$ cat src/common/timer2_cfg.svh
`ifndef TIMER2_CFG_SVH
`define TIMER2_CFG_SVH

// ****************************************
// register byte offsets
// ****************************************
`define TMR_CTRL_OFS   4'h0
`define TMR_STAT_OFS   4'h4
`define TMR_MASK_OFS   4'h8

// ****************************************
// control field positions
// ****************************************
`define TMR_ON_BIT     15
`define TMR_SIDL_BIT   13
`define TMR_GATE_BIT   6
`define TMR_PS_HI      5
`define TMR_PS_LO      4
`define TMR_PAIR_BIT   3
`define TMR_CS_BIT     1

// ****************************************
// reset values and masks
// ****************************************
`define TMR_CTRL_RST   16'h0000
`define TMR_CTRL_WMASK 16'ha07a
`define TMR_EVT_RST    3'h0

// ****************************************
// status and mask bit positions
// ****************************************
`define TMR_EVT_LOWER  0
`define TMR_EVT_UPPER  1
`define TMR_EVT_GATE   2

// ****************************************
// prescale terminal counts
// ****************************************
`define TMR_PS1_LIM    8'h00
`define TMR_PS8_LIM    8'h07
`define TMR_PS64_LIM   8'h3f
`define TMR_PS256_LIM  8'hff

`endif

$ cat src/common/timer2_pkg.sv
package timer2_pkg;

  typedef enum logic [1:0] {
    PS_1   = 2'b00,
    PS_8   = 2'b01,
    PS_64  = 2'b10,
    PS_256 = 2'b11
  } prescale_t;

  typedef struct packed {
    logic      timer_on;
    logic      stop_in_idle;
    logic      gate_accumulate_enable;
    prescale_t input_prescale_select;
    logic      pair_32bit_select;
    logic      clock_source_select;
  } ctrl_t;

  typedef struct packed {
    logic [3:0]  addr;
    logic        rd;
    logic        wr;
    logic [31:0] wdata;
    logic [3:0]  be;
  } avs_req_t;

endpackage : timer2_pkg

$ cat src/hdl/timer2_control.sv
// Implementation choices: the address map and the Avalon-MM slave port.
`timescale 1ns/100ps
`include "timer2_cfg.svh"

module timer2_control
  import timer2_pkg::*;
(
  input  wire logic        CORE_CLK_IN,
  input  wire logic        RESET_N_IN,
  input  wire logic [3:0]  AVS_ADDRESS_IN,
  input  wire logic        AVS_READ_IN,
  input  wire logic        AVS_WRITE_IN,
  input  wire logic [31:0] AVS_WRITEDATA_IN,
  input  wire logic [3:0]  AVS_BYTEENABLE_IN,
  output logic [31:0]      AVS_READDATA_OUT,
  output logic             AVS_WAITREQUEST_OUT,
  input  wire logic        EXTERNAL_TIMER_CLOCK_PIN_IN,
  input  wire logic        IDLE_MODE_IN,
  input  wire logic        PERIOD_MATCH_IN,
  input  wire logic        UPPER_MATCH_IN,
  output logic             LOWER_TICK_OUT,
  output logic             PAIR_32BIT_OUT,
  output logic             TIMER_RUN_OUT,
  output logic             IRQ_OUT
);

  // ****************************************
  // bus decode
  // ****************************************
  avs_req_t    req;
  logic        ack_q;
  logic        bus_req;
  logic        acc;
  logic        sel_ctrl;
  logic        sel_stat;
  logic        sel_mask;
  logic        wr_ctrl;
  logic        wr_stat;
  logic        wr_mask;
  logic [31:0] wmask_be;
  logic [31:0] rd_mux;
  logic [31:0] readdata_q;

  assign req = '{addr:  AVS_ADDRESS_IN,
                 rd:    AVS_READ_IN,
                 wr:    AVS_WRITE_IN,
                 wdata: AVS_WRITEDATA_IN,
                 be:    AVS_BYTEENABLE_IN};

  // one wait state: read data is fetched in the first cycle
  assign bus_req  = req.rd | req.wr;
  assign AVS_WAITREQUEST_OUT = bus_req & ~ack_q;
  assign acc      = bus_req & ack_q;
  assign sel_ctrl = (req.addr == `TMR_CTRL_OFS);
  assign sel_stat = (req.addr == `TMR_STAT_OFS);
  assign sel_mask = (req.addr == `TMR_MASK_OFS);
  assign wr_ctrl  = acc & req.wr & sel_ctrl;
  assign wr_stat  = acc & req.wr & sel_stat & req.be[0];
  assign wr_mask  = acc & req.wr & sel_mask & req.be[0];
  assign wmask_be = {{8{req.be[3]}}, {8{req.be[2]}},
                     {8{req.be[1]}}, {8{req.be[0]}}};

  // ****************************************
  // control register
  // ****************************************
  logic [15:0] ctrl_q;
  logic [15:0] ctrl_d;
  ctrl_t       cfg;

  // only implemented fields can ever become set
  assign ctrl_d = wr_ctrl ?
    ((ctrl_q & ~wmask_be[15:0]) |
     (req.wdata[15:0] & wmask_be[15:0])) & `TMR_CTRL_WMASK :
    ctrl_q;

  assign cfg = '{timer_on:               ctrl_q[`TMR_ON_BIT],
                 stop_in_idle:           ctrl_q[`TMR_SIDL_BIT],
                 gate_accumulate_enable: ctrl_q[`TMR_GATE_BIT],
                 input_prescale_select:
                   prescale_t'(ctrl_q[`TMR_PS_HI:`TMR_PS_LO]),
                 pair_32bit_select:      ctrl_q[`TMR_PAIR_BIT],
                 clock_source_select:    ctrl_q[`TMR_CS_BIT]};

  always_ff @(posedge CORE_CLK_IN or negedge RESET_N_IN) begin
    if (!RESET_N_IN) begin
      ctrl_q <= `TMR_CTRL_RST;
    end else begin
      ctrl_q <= ctrl_d;
    end
  end

  // ****************************************
  // count source selection
  // ****************************************
  logic       pin_prev_q;
  logic       pin_rise;
  logic       pin_fall;
  logic       gate_en;
  logic       running;
  logic       src_ev;
  logic [7:0] ps_lim;
  logic [7:0] ps_cnt_q;
  logic [7:0] ps_cnt_d;
  logic       tick_d;
  logic       tick_q;

  assign pin_rise = EXTERNAL_TIMER_CLOCK_PIN_IN & ~pin_prev_q;
  assign pin_fall = ~EXTERNAL_TIMER_CLOCK_PIN_IN & pin_prev_q;

  // gate is meaningless with the pin as the clock
  assign gate_en = cfg.gate_accumulate_enable &
                   ~cfg.clock_source_select;

  assign running = cfg.timer_on &
                   ~(IDLE_MODE_IN & cfg.stop_in_idle);

  assign src_ev = cfg.clock_source_select ? pin_rise :
                  gate_en ? EXTERNAL_TIMER_CLOCK_PIN_IN :
                  1'b1;

  always_comb begin
    unique case (cfg.input_prescale_select)
      PS_1:   ps_lim = `TMR_PS1_LIM;
      PS_8:   ps_lim = `TMR_PS8_LIM;
      PS_64:  ps_lim = `TMR_PS64_LIM;
      PS_256: ps_lim = `TMR_PS256_LIM;
    endcase
  end

  // the prescaler holds at zero while stopped, so a restart
  // always begins a fresh division period
  always_comb begin
    ps_cnt_d = ps_cnt_q;
    tick_d   = 1'b0;
    if (!running) begin
      ps_cnt_d = 8'h00;
    end else if (src_ev) begin
      if (ps_cnt_q >= ps_lim) begin
        ps_cnt_d = 8'h00;
        tick_d   = 1'b1;
      end else begin
        ps_cnt_d = ps_cnt_q + 8'h01;
      end
    end
  end

  always_ff @(posedge CORE_CLK_IN or negedge RESET_N_IN) begin
    if (!RESET_N_IN) begin
      pin_prev_q <= 1'b0;
      ps_cnt_q   <= 8'h00;
      tick_q     <= 1'b0;
    end else begin
      pin_prev_q <= EXTERNAL_TIMER_CLOCK_PIN_IN;
      ps_cnt_q   <= ps_cnt_d;
      tick_q     <= tick_d;
    end
  end

  assign LOWER_TICK_OUT = tick_q;
  assign PAIR_32BIT_OUT = cfg.pair_32bit_select;
  assign TIMER_RUN_OUT  = cfg.timer_on;

  // ****************************************
  // events, status and mask
  // ****************************************
  logic [2:0] evt_set;
  logic [2:0] stat_q;
  logic [2:0] stat_d;
  logic [2:0] mask_q;
  logic       gate_end;

  assign gate_end = running & gate_en & pin_fall;

  // paired timer reports on the upper flag instead of the lower one
  assign evt_set[`TMR_EVT_LOWER] = ~cfg.pair_32bit_select &
                                   (PERIOD_MATCH_IN | gate_end);
  assign evt_set[`TMR_EVT_UPPER] = cfg.pair_32bit_select ?
                                   (PERIOD_MATCH_IN | gate_end) :
                                   UPPER_MATCH_IN;
  assign evt_set[`TMR_EVT_GATE]  = gate_end;

  // a new event wins over a write-one-to-clear
  assign stat_d = (stat_q & ~(wr_stat ? req.wdata[2:0] : 3'h0))
                  | evt_set;

  always_ff @(posedge CORE_CLK_IN or negedge RESET_N_IN) begin
    if (!RESET_N_IN) begin
      stat_q <= `TMR_EVT_RST;
      mask_q <= `TMR_EVT_RST;
    end else begin
      stat_q <= stat_d;
      mask_q <= wr_mask ? req.wdata[2:0] : mask_q;
    end
  end

  assign IRQ_OUT = |(stat_q & mask_q);

  // ****************************************
  // read path
  // ****************************************
  assign rd_mux = sel_ctrl ? {16'h0000, ctrl_q} :
                  sel_stat ? {29'h0, stat_q} :
                  sel_mask ? {29'h0, mask_q} :
                  32'h0000_0000;

  always_ff @(posedge CORE_CLK_IN or negedge RESET_N_IN) begin
    if (!RESET_N_IN) begin
      ack_q      <= 1'b0;
      readdata_q <= 32'h0000_0000;
    end else begin
      ack_q      <= bus_req & ~ack_q;
      readdata_q <= (req.rd & ~ack_q) ? rd_mux : readdata_q;
    end
  end

  assign AVS_READDATA_OUT = readdata_q;

  logic free_int;
  logic free8;

  assign free_int = running & ~cfg.clock_source_select & ~gate_en;
  assign free8    = free_int & (cfg.input_prescale_select == PS_8);
endmodule : timer2_control

$ cat config.mk
export PLATFORM = sky130hd
export DESIGN_NAME = timer2_control
export DESIGN_NICKNAME = d
export VERILOG_FILES = /design/src/common/timer2_pkg.sv /design/src/hdl/timer2_control.sv
export VERILOG_INCLUDE_DIRS = /design/src /design/src/common
export SDC_FILE = /design/constraint.sdc
export NUM_CORES = 1
export LEC_CHECK = 0
export BUFFER_PORTS_ARGS = -buffer_cell sky130_fd_sc_hd__buf_2
export CAP_MARGIN = 40
export CORE_UTILIZATION = 47
export CTS_BUF_LIST = sky130_fd_sc_hd__clkbuf_4 sky130_fd_sc_hd__clkbuf_8 sky130_fd_sc_hd__clkbuf_16
export DETAILED_ROUTE_END_ITERATION = 6
export PLACE_DENSITY = 0.8
export SYNTH_ARGS = -nofsm -noshare
export SYNTH_HDL_FRONTEND = slang
export SYNTH_SLANG_ARGS = --single-unit
$ cat constraint.sdc
create_clock -name CORE_CLK_IN -period 2.4 [get_ports CORE_CLK_IN]
set_input_delay 0.24 -clock CORE_CLK_IN [delete_from_list [all_inputs] [get_ports CORE_CLK_IN]]
set_output_delay 0.24 -clock CORE_CLK_IN [all_outputs]
set_load 0.01 [all_outputs]
# Word-level counts from Yosys, hierarchy flattened
# Cells that the tools add are included.
# classes
addsub	1
magnitude_cmp	1
eq_ne	6
n_mux	14
bitwise_logic	33
reduce_logical	3
# ops
op	count
$and 16x16->16	2
$pmux 8 s4	1
$mux 8	3
$and 1x1->1	17
$mux 16	1
$not 16->16	1
$or 16x16->16	1
$mux 3	3
$add 8x1->8 const B	1
$ge 8x8->1	1
$and 3x3->3	2
$mux 1	6
$not 1->1	6
$eq 2x2->1 const B	2
$eq 4x3->1 const B	1
$eq 4x4->1 const B	1
$logic_not 4->1	1
$not 3->3	1
$or 3x3->3	1
$reduce_or 3->1	1
$eq 2x1->1 const B	1
$logic_not 2->1	1
$ne 2x1->1 const B	1
$or 1x1->1	2
# totals
ff_bits	56
inputBits	48
output_inout_bits	37
wordCells	66

# Longest topological paths before layout
# depth
word_depth	9
depth_mapped	7
ltp_nobuf	7

# Worst setup path before layout
# No wires, ideal clock.
# synth_path
kind	register to register
from	register (tool-made name)
to	register ps_cnt_q[1]
arrival_time_ns	1.942
required_time_ns	2.321
path_slack_ns	0.379
path_stages_with_launch	8
synth_period_minus_slack_ns	2.021
cell_sequence	dfrtp_1 nor2_1 ha_1 or2_0 a211oi_1 a211oi_2 or4_1 a21oi_1
# synth_lines
element	line_no	source
end signal: assignment	timer2_control.sv:154	ps_cnt_q <= ps_cnt_d;
end: declaration	timer2_control.sv:102	logic [7:0] ps_cnt_q;

==> impl_metrics.toml <==
[run_status]
run_status = "finished, violations left"
violated_checks = "hold timing"

[synthesis]
ys_dominant_reg_cell = "sky130_fd_sc_hd__dfrtp_1"
synth_cells = 193
synthesis.area_sq_um = 1900
synth.avg_cell_area_sq_um = 9.83
synth_common_cells = "sky130_fd_sc_hd__dfrtp_1 (33), sky130_fd_sc_hd__nand2_1 (31), sky130_fd_sc_hd__buf_4 (23), sky130_fd_sc_hd__o21ai_0 (10), sky130_fd_sc_hd__mux2_2 (9)"
yosysTopAreaCell = "sky130_fd_sc_hd__dfrtp_1"
ys_types = 40
synthMostInstantiatedCell = "sky130_fd_sc_hd__dfrtp_1"
postSynth.asyncResetShare = 1.00
postSynthRegisterBits = 33
synth-edff-count = 0
synthesis.yosys.warnings = 0
synth_top_cells_by_area = "sky130_fd_sc_hd__dfrtp_1 (44%), sky130_fd_sc_hd__buf_4 (9.1%), sky130_fd_sc_hd__nand2_1 (6.1%)"
synth_top_cell_area_share = 0.435
synth-seq-area-share = 0.435

[timing]
grt_setup_unrepaired = "false"
maxSlewHeadroom = 0.524
slew_viol_final = 0
report.final.hold_viol_count = 1
achievable-frequency_mhz = 456
finalSetupViolations = 0
layout_worst_path_cycle_share = 0.915
pin_slew_with_the_least_headroom_to_its_limit_ns = 0.713
largest_clock_skew_in_the_final_design_ns = 0.0101
final_worst_hold_slack_ns = -0.00792
final_period_minus_worst_setup_slack_ns = 2.20
fin_setup_tns_ns = 0

[layout]
register_area_sq_um = 826
n_antenna_cell = 0
fill_cells = 327
layout-area-overhead-vs-synth_pct = 15.4
finalNetCount = 289
multi_input_comb_area_sq_um = 960
stdcell_count = 283
share_of_cells_above_drive_strength_1 = 0.281

[min_path]
timing.hold.worst.class = "input port to asynchronous set/reset pin"

[grt]
grt_max_degree = 34
grt_antenna_before_repair = 0
globalRoute.totalOverflow = 0
number_of_global_route_vias_before_repair = 1409
grtUsageTotal = 0.202
global_route_wire_length_before_repair_microns = 6510

[clock_tree]
cts_hold_buffers = 0
clock_sink_count = 33
numCtsBuffers = 5
cts_resized = 0
clock-root-buffer = "sky130_fd_sc_hd__clkbuf_8"
cts_tree = "built"
cts.clk_slew.worst_paths_ns = 0.07
htree_num_levels = 2
cts_setup_buffers = 0
clk_path_buf_depth = 2
worst_skew_pair.late_latency_ns = 0.29

[place]
gp_congestion = 0.934
dp.cells = 275
port_buffer_count = 36
dpl.hpwl_microns = 2740

[worst_setup_path]
critical_path.max_stage_delay_ns = 0.50
critical-path-top-cell-by-count = "sky130_fd_sc_hd__a211oi_2"
crit_slowest_cell = "sky130_fd_sc_hd__or4_1"
cp.buffers_inverters = 0
crit_family = "simple AND/OR/NAND/NOR gates"
timing.critical_path.from_type = "register"
timing_worst_setup_path_type = "register to register"
arrival_ns = 2.41
crit_chain = "nor2_1 -> ha_1 -> or2_0 -> a211oi_2 -> a211oi_2 -> or4_1 -> a21oi_1"
timing.critical_path.required_ns = 2.62
cp-end-kind = "register"
worstPathMaxFanout = 9

[pwr]
pwr_density_cell_nw_per_um2 = 672
vdd.ir_drop.worst_mv = 0.379
leakage_nw = 1.05

[die]
fp.dieArea_sq_um = 4290
std_cell_rows = 22
fp.coreArea_sq_um = 3770
design.portCount = 85
die-width_microns = 65.5
floorplan.initialDensity = 0.503
fp.dieH_microns = 65.5

[routing]
drcViolationCount = 0
detail_route.wirelength_microns = 3860
vias_per_cell = 5.25
detail_route.wl_per_cell_microns = 13.6
postRouteAntennaNets = 0
first_pass_iters = 5
first_iter_violations = 188
detailroute.via_count = 1485

[flow_run]
max_cap_viol_count = 0
## final timing paths
kind | endpoint | slack [ns] | cells after the start
max | ps_cnt_q[0] | 0.20 | 7
min | LOWER_TICK_OUT | -0.008 | 1
max reg2reg | ps_cnt_q[0] | 0.20 | 7
min reg2reg | AVS_READDATA_OUT[3] | 0.48 | 2
max in group asynchronous | asynchronous set/reset pin | 1.94 | 1
min in group CORE_CLK_IN | pin_prev_q | 0.10 | 1
## kinds of logic (layout without fill, tap and decap cells)
kind of cell,Yosys count,count (layout),synth area share
AND/OR/NAND/NOR,72,72,0.204
AO/OA/AOI/OAI,40,40,0.149
flip-flops,33,33,0.435
buffers and inverters,30,50,0.105
multiplexers,10,10,0.0587
adder cells (fa/ha/maj),7,7,0.0462
other,1,23,0.00198
## through the flow
stage | setup slack, ns | hold WS, ns | power, mW | instance area (sq um) | util
2_1_floorplan | 0.379 | -0.0556 | 0.795 | 1980 | -
3_3_place_gp | 0.239 | 0.332 | 0.848 | 2050 | 0.544
3_5_place_dp | 0.196 | 0.339 | 0.854 | 2050 | 0.544
4_1_cts | 0.157 | 0.0240 | 1.48 | 2180 | 0.579
5_1_grt | 0.0652 | 0.0468 | 1.54 | 2190 | 0.581
6_report | 0.205 | -0.00792 | 1.47 | 2190 | 0.581
## routing by layer
layer	GRT usage	vias up	wire (microns)
li1	-	729	-
met1	0.246	700	1740
met2	0.338	47	1870
met3	0.0469	9	149
met4	0.0870	0	97
met5	0	-	0
## worst reg2reg max path, cell delays in order (launching register included)
cell and delay (ns):
sky130_fd_sc_hd__dfrtp_1 0.43, sky130_fd_sc_hd__nor2_1 0.17, sky130_fd_sc_hd__ha_1 0.26, sky130_fd_sc_hd__or2_0 0.22, sky130_fd_sc_hd__a211oi_2 0.25, sky130_fd_sc_hd__a211oi_2 0.14, sky130_fd_sc_hd__or4_1 0.51, sky130_fd_sc_hd__a21oi_1 0.14
## layout make-up
class                   instances  share of cell area
clock buffers                   5              0.0314
clock inverters                 3              0.0297
inverters                       4             0.00686
multi-input cells             152               0.438
flip-flops and latches         33               0.377
well taps                      48              0.0274
repair buffers                 38              0.0891
## cell usage in the layout, fill, tap and decap left out, types with 2 or more instances in the layout
| master | instances |
|---|---|
| sky130_fd_sc_hd__nand2_1 | 31 |
| sky130_fd_sc_hd__conb_1 | 23 |
| sky130_fd_sc_hd__inv_1 | 4 |
| sky130_fd_sc_hd__nor2_1 | 7 |
| sky130_fd_sc_hd__and4_1 | 2 |
| sky130_fd_sc_hd__nor3_1 | 2 |
| sky130_fd_sc_hd__nand3_1 | 5 |
| sky130_fd_sc_hd__ha_1 | 7 |
| sky130_fd_sc_hd__nand2b_1 | 3 |
| sky130_fd_sc_hd__a21o_1 | 3 |
| sky130_fd_sc_hd__bufinv_16 | 2 |
| sky130_fd_sc_hd__nor2b_1 | 4 |
| sky130_fd_sc_hd__a211oi_1 | 2 |
| sky130_fd_sc_hd__o2bb2ai_1 | 2 |
| sky130_fd_sc_hd__a31o_2 | 2 |
| sky130_fd_sc_hd__mux2_2 | 9 |
| sky130_fd_sc_hd__a211oi_2 | 2 |
| sky130_fd_sc_hd__a22o_1 | 5 |
| sky130_fd_sc_hd__dfrtp_1 | 33 |
| sky130_fd_sc_hd__buf_2 | 36 |
| sky130_fd_sc_hd__o21ai_0 | 10 |
| sky130_fd_sc_hd__a211o_1 | 4 |
| sky130_fd_sc_hd__or4_1 | 4 |
| sky130_fd_sc_hd__a21oi_1 | 7 |
| sky130_fd_sc_hd__clkbuf_8 | 5 |
| sky130_fd_sc_hd__nand4_1 | 3 |
| sky130_fd_sc_hd__buf_4 | 2 |
## where the power goes
part	leakage [nW]	total [mW]	internal, mW	switching [mW]
registers	0.436	0.635	0.594	0.0410
clock network	0.0681	0.618	0.412	0.206
logic	0.551	0.217	0.0867	0.130
total	1.05	1.47	1.09	0.377
Power figures use the tool's default switching activity.
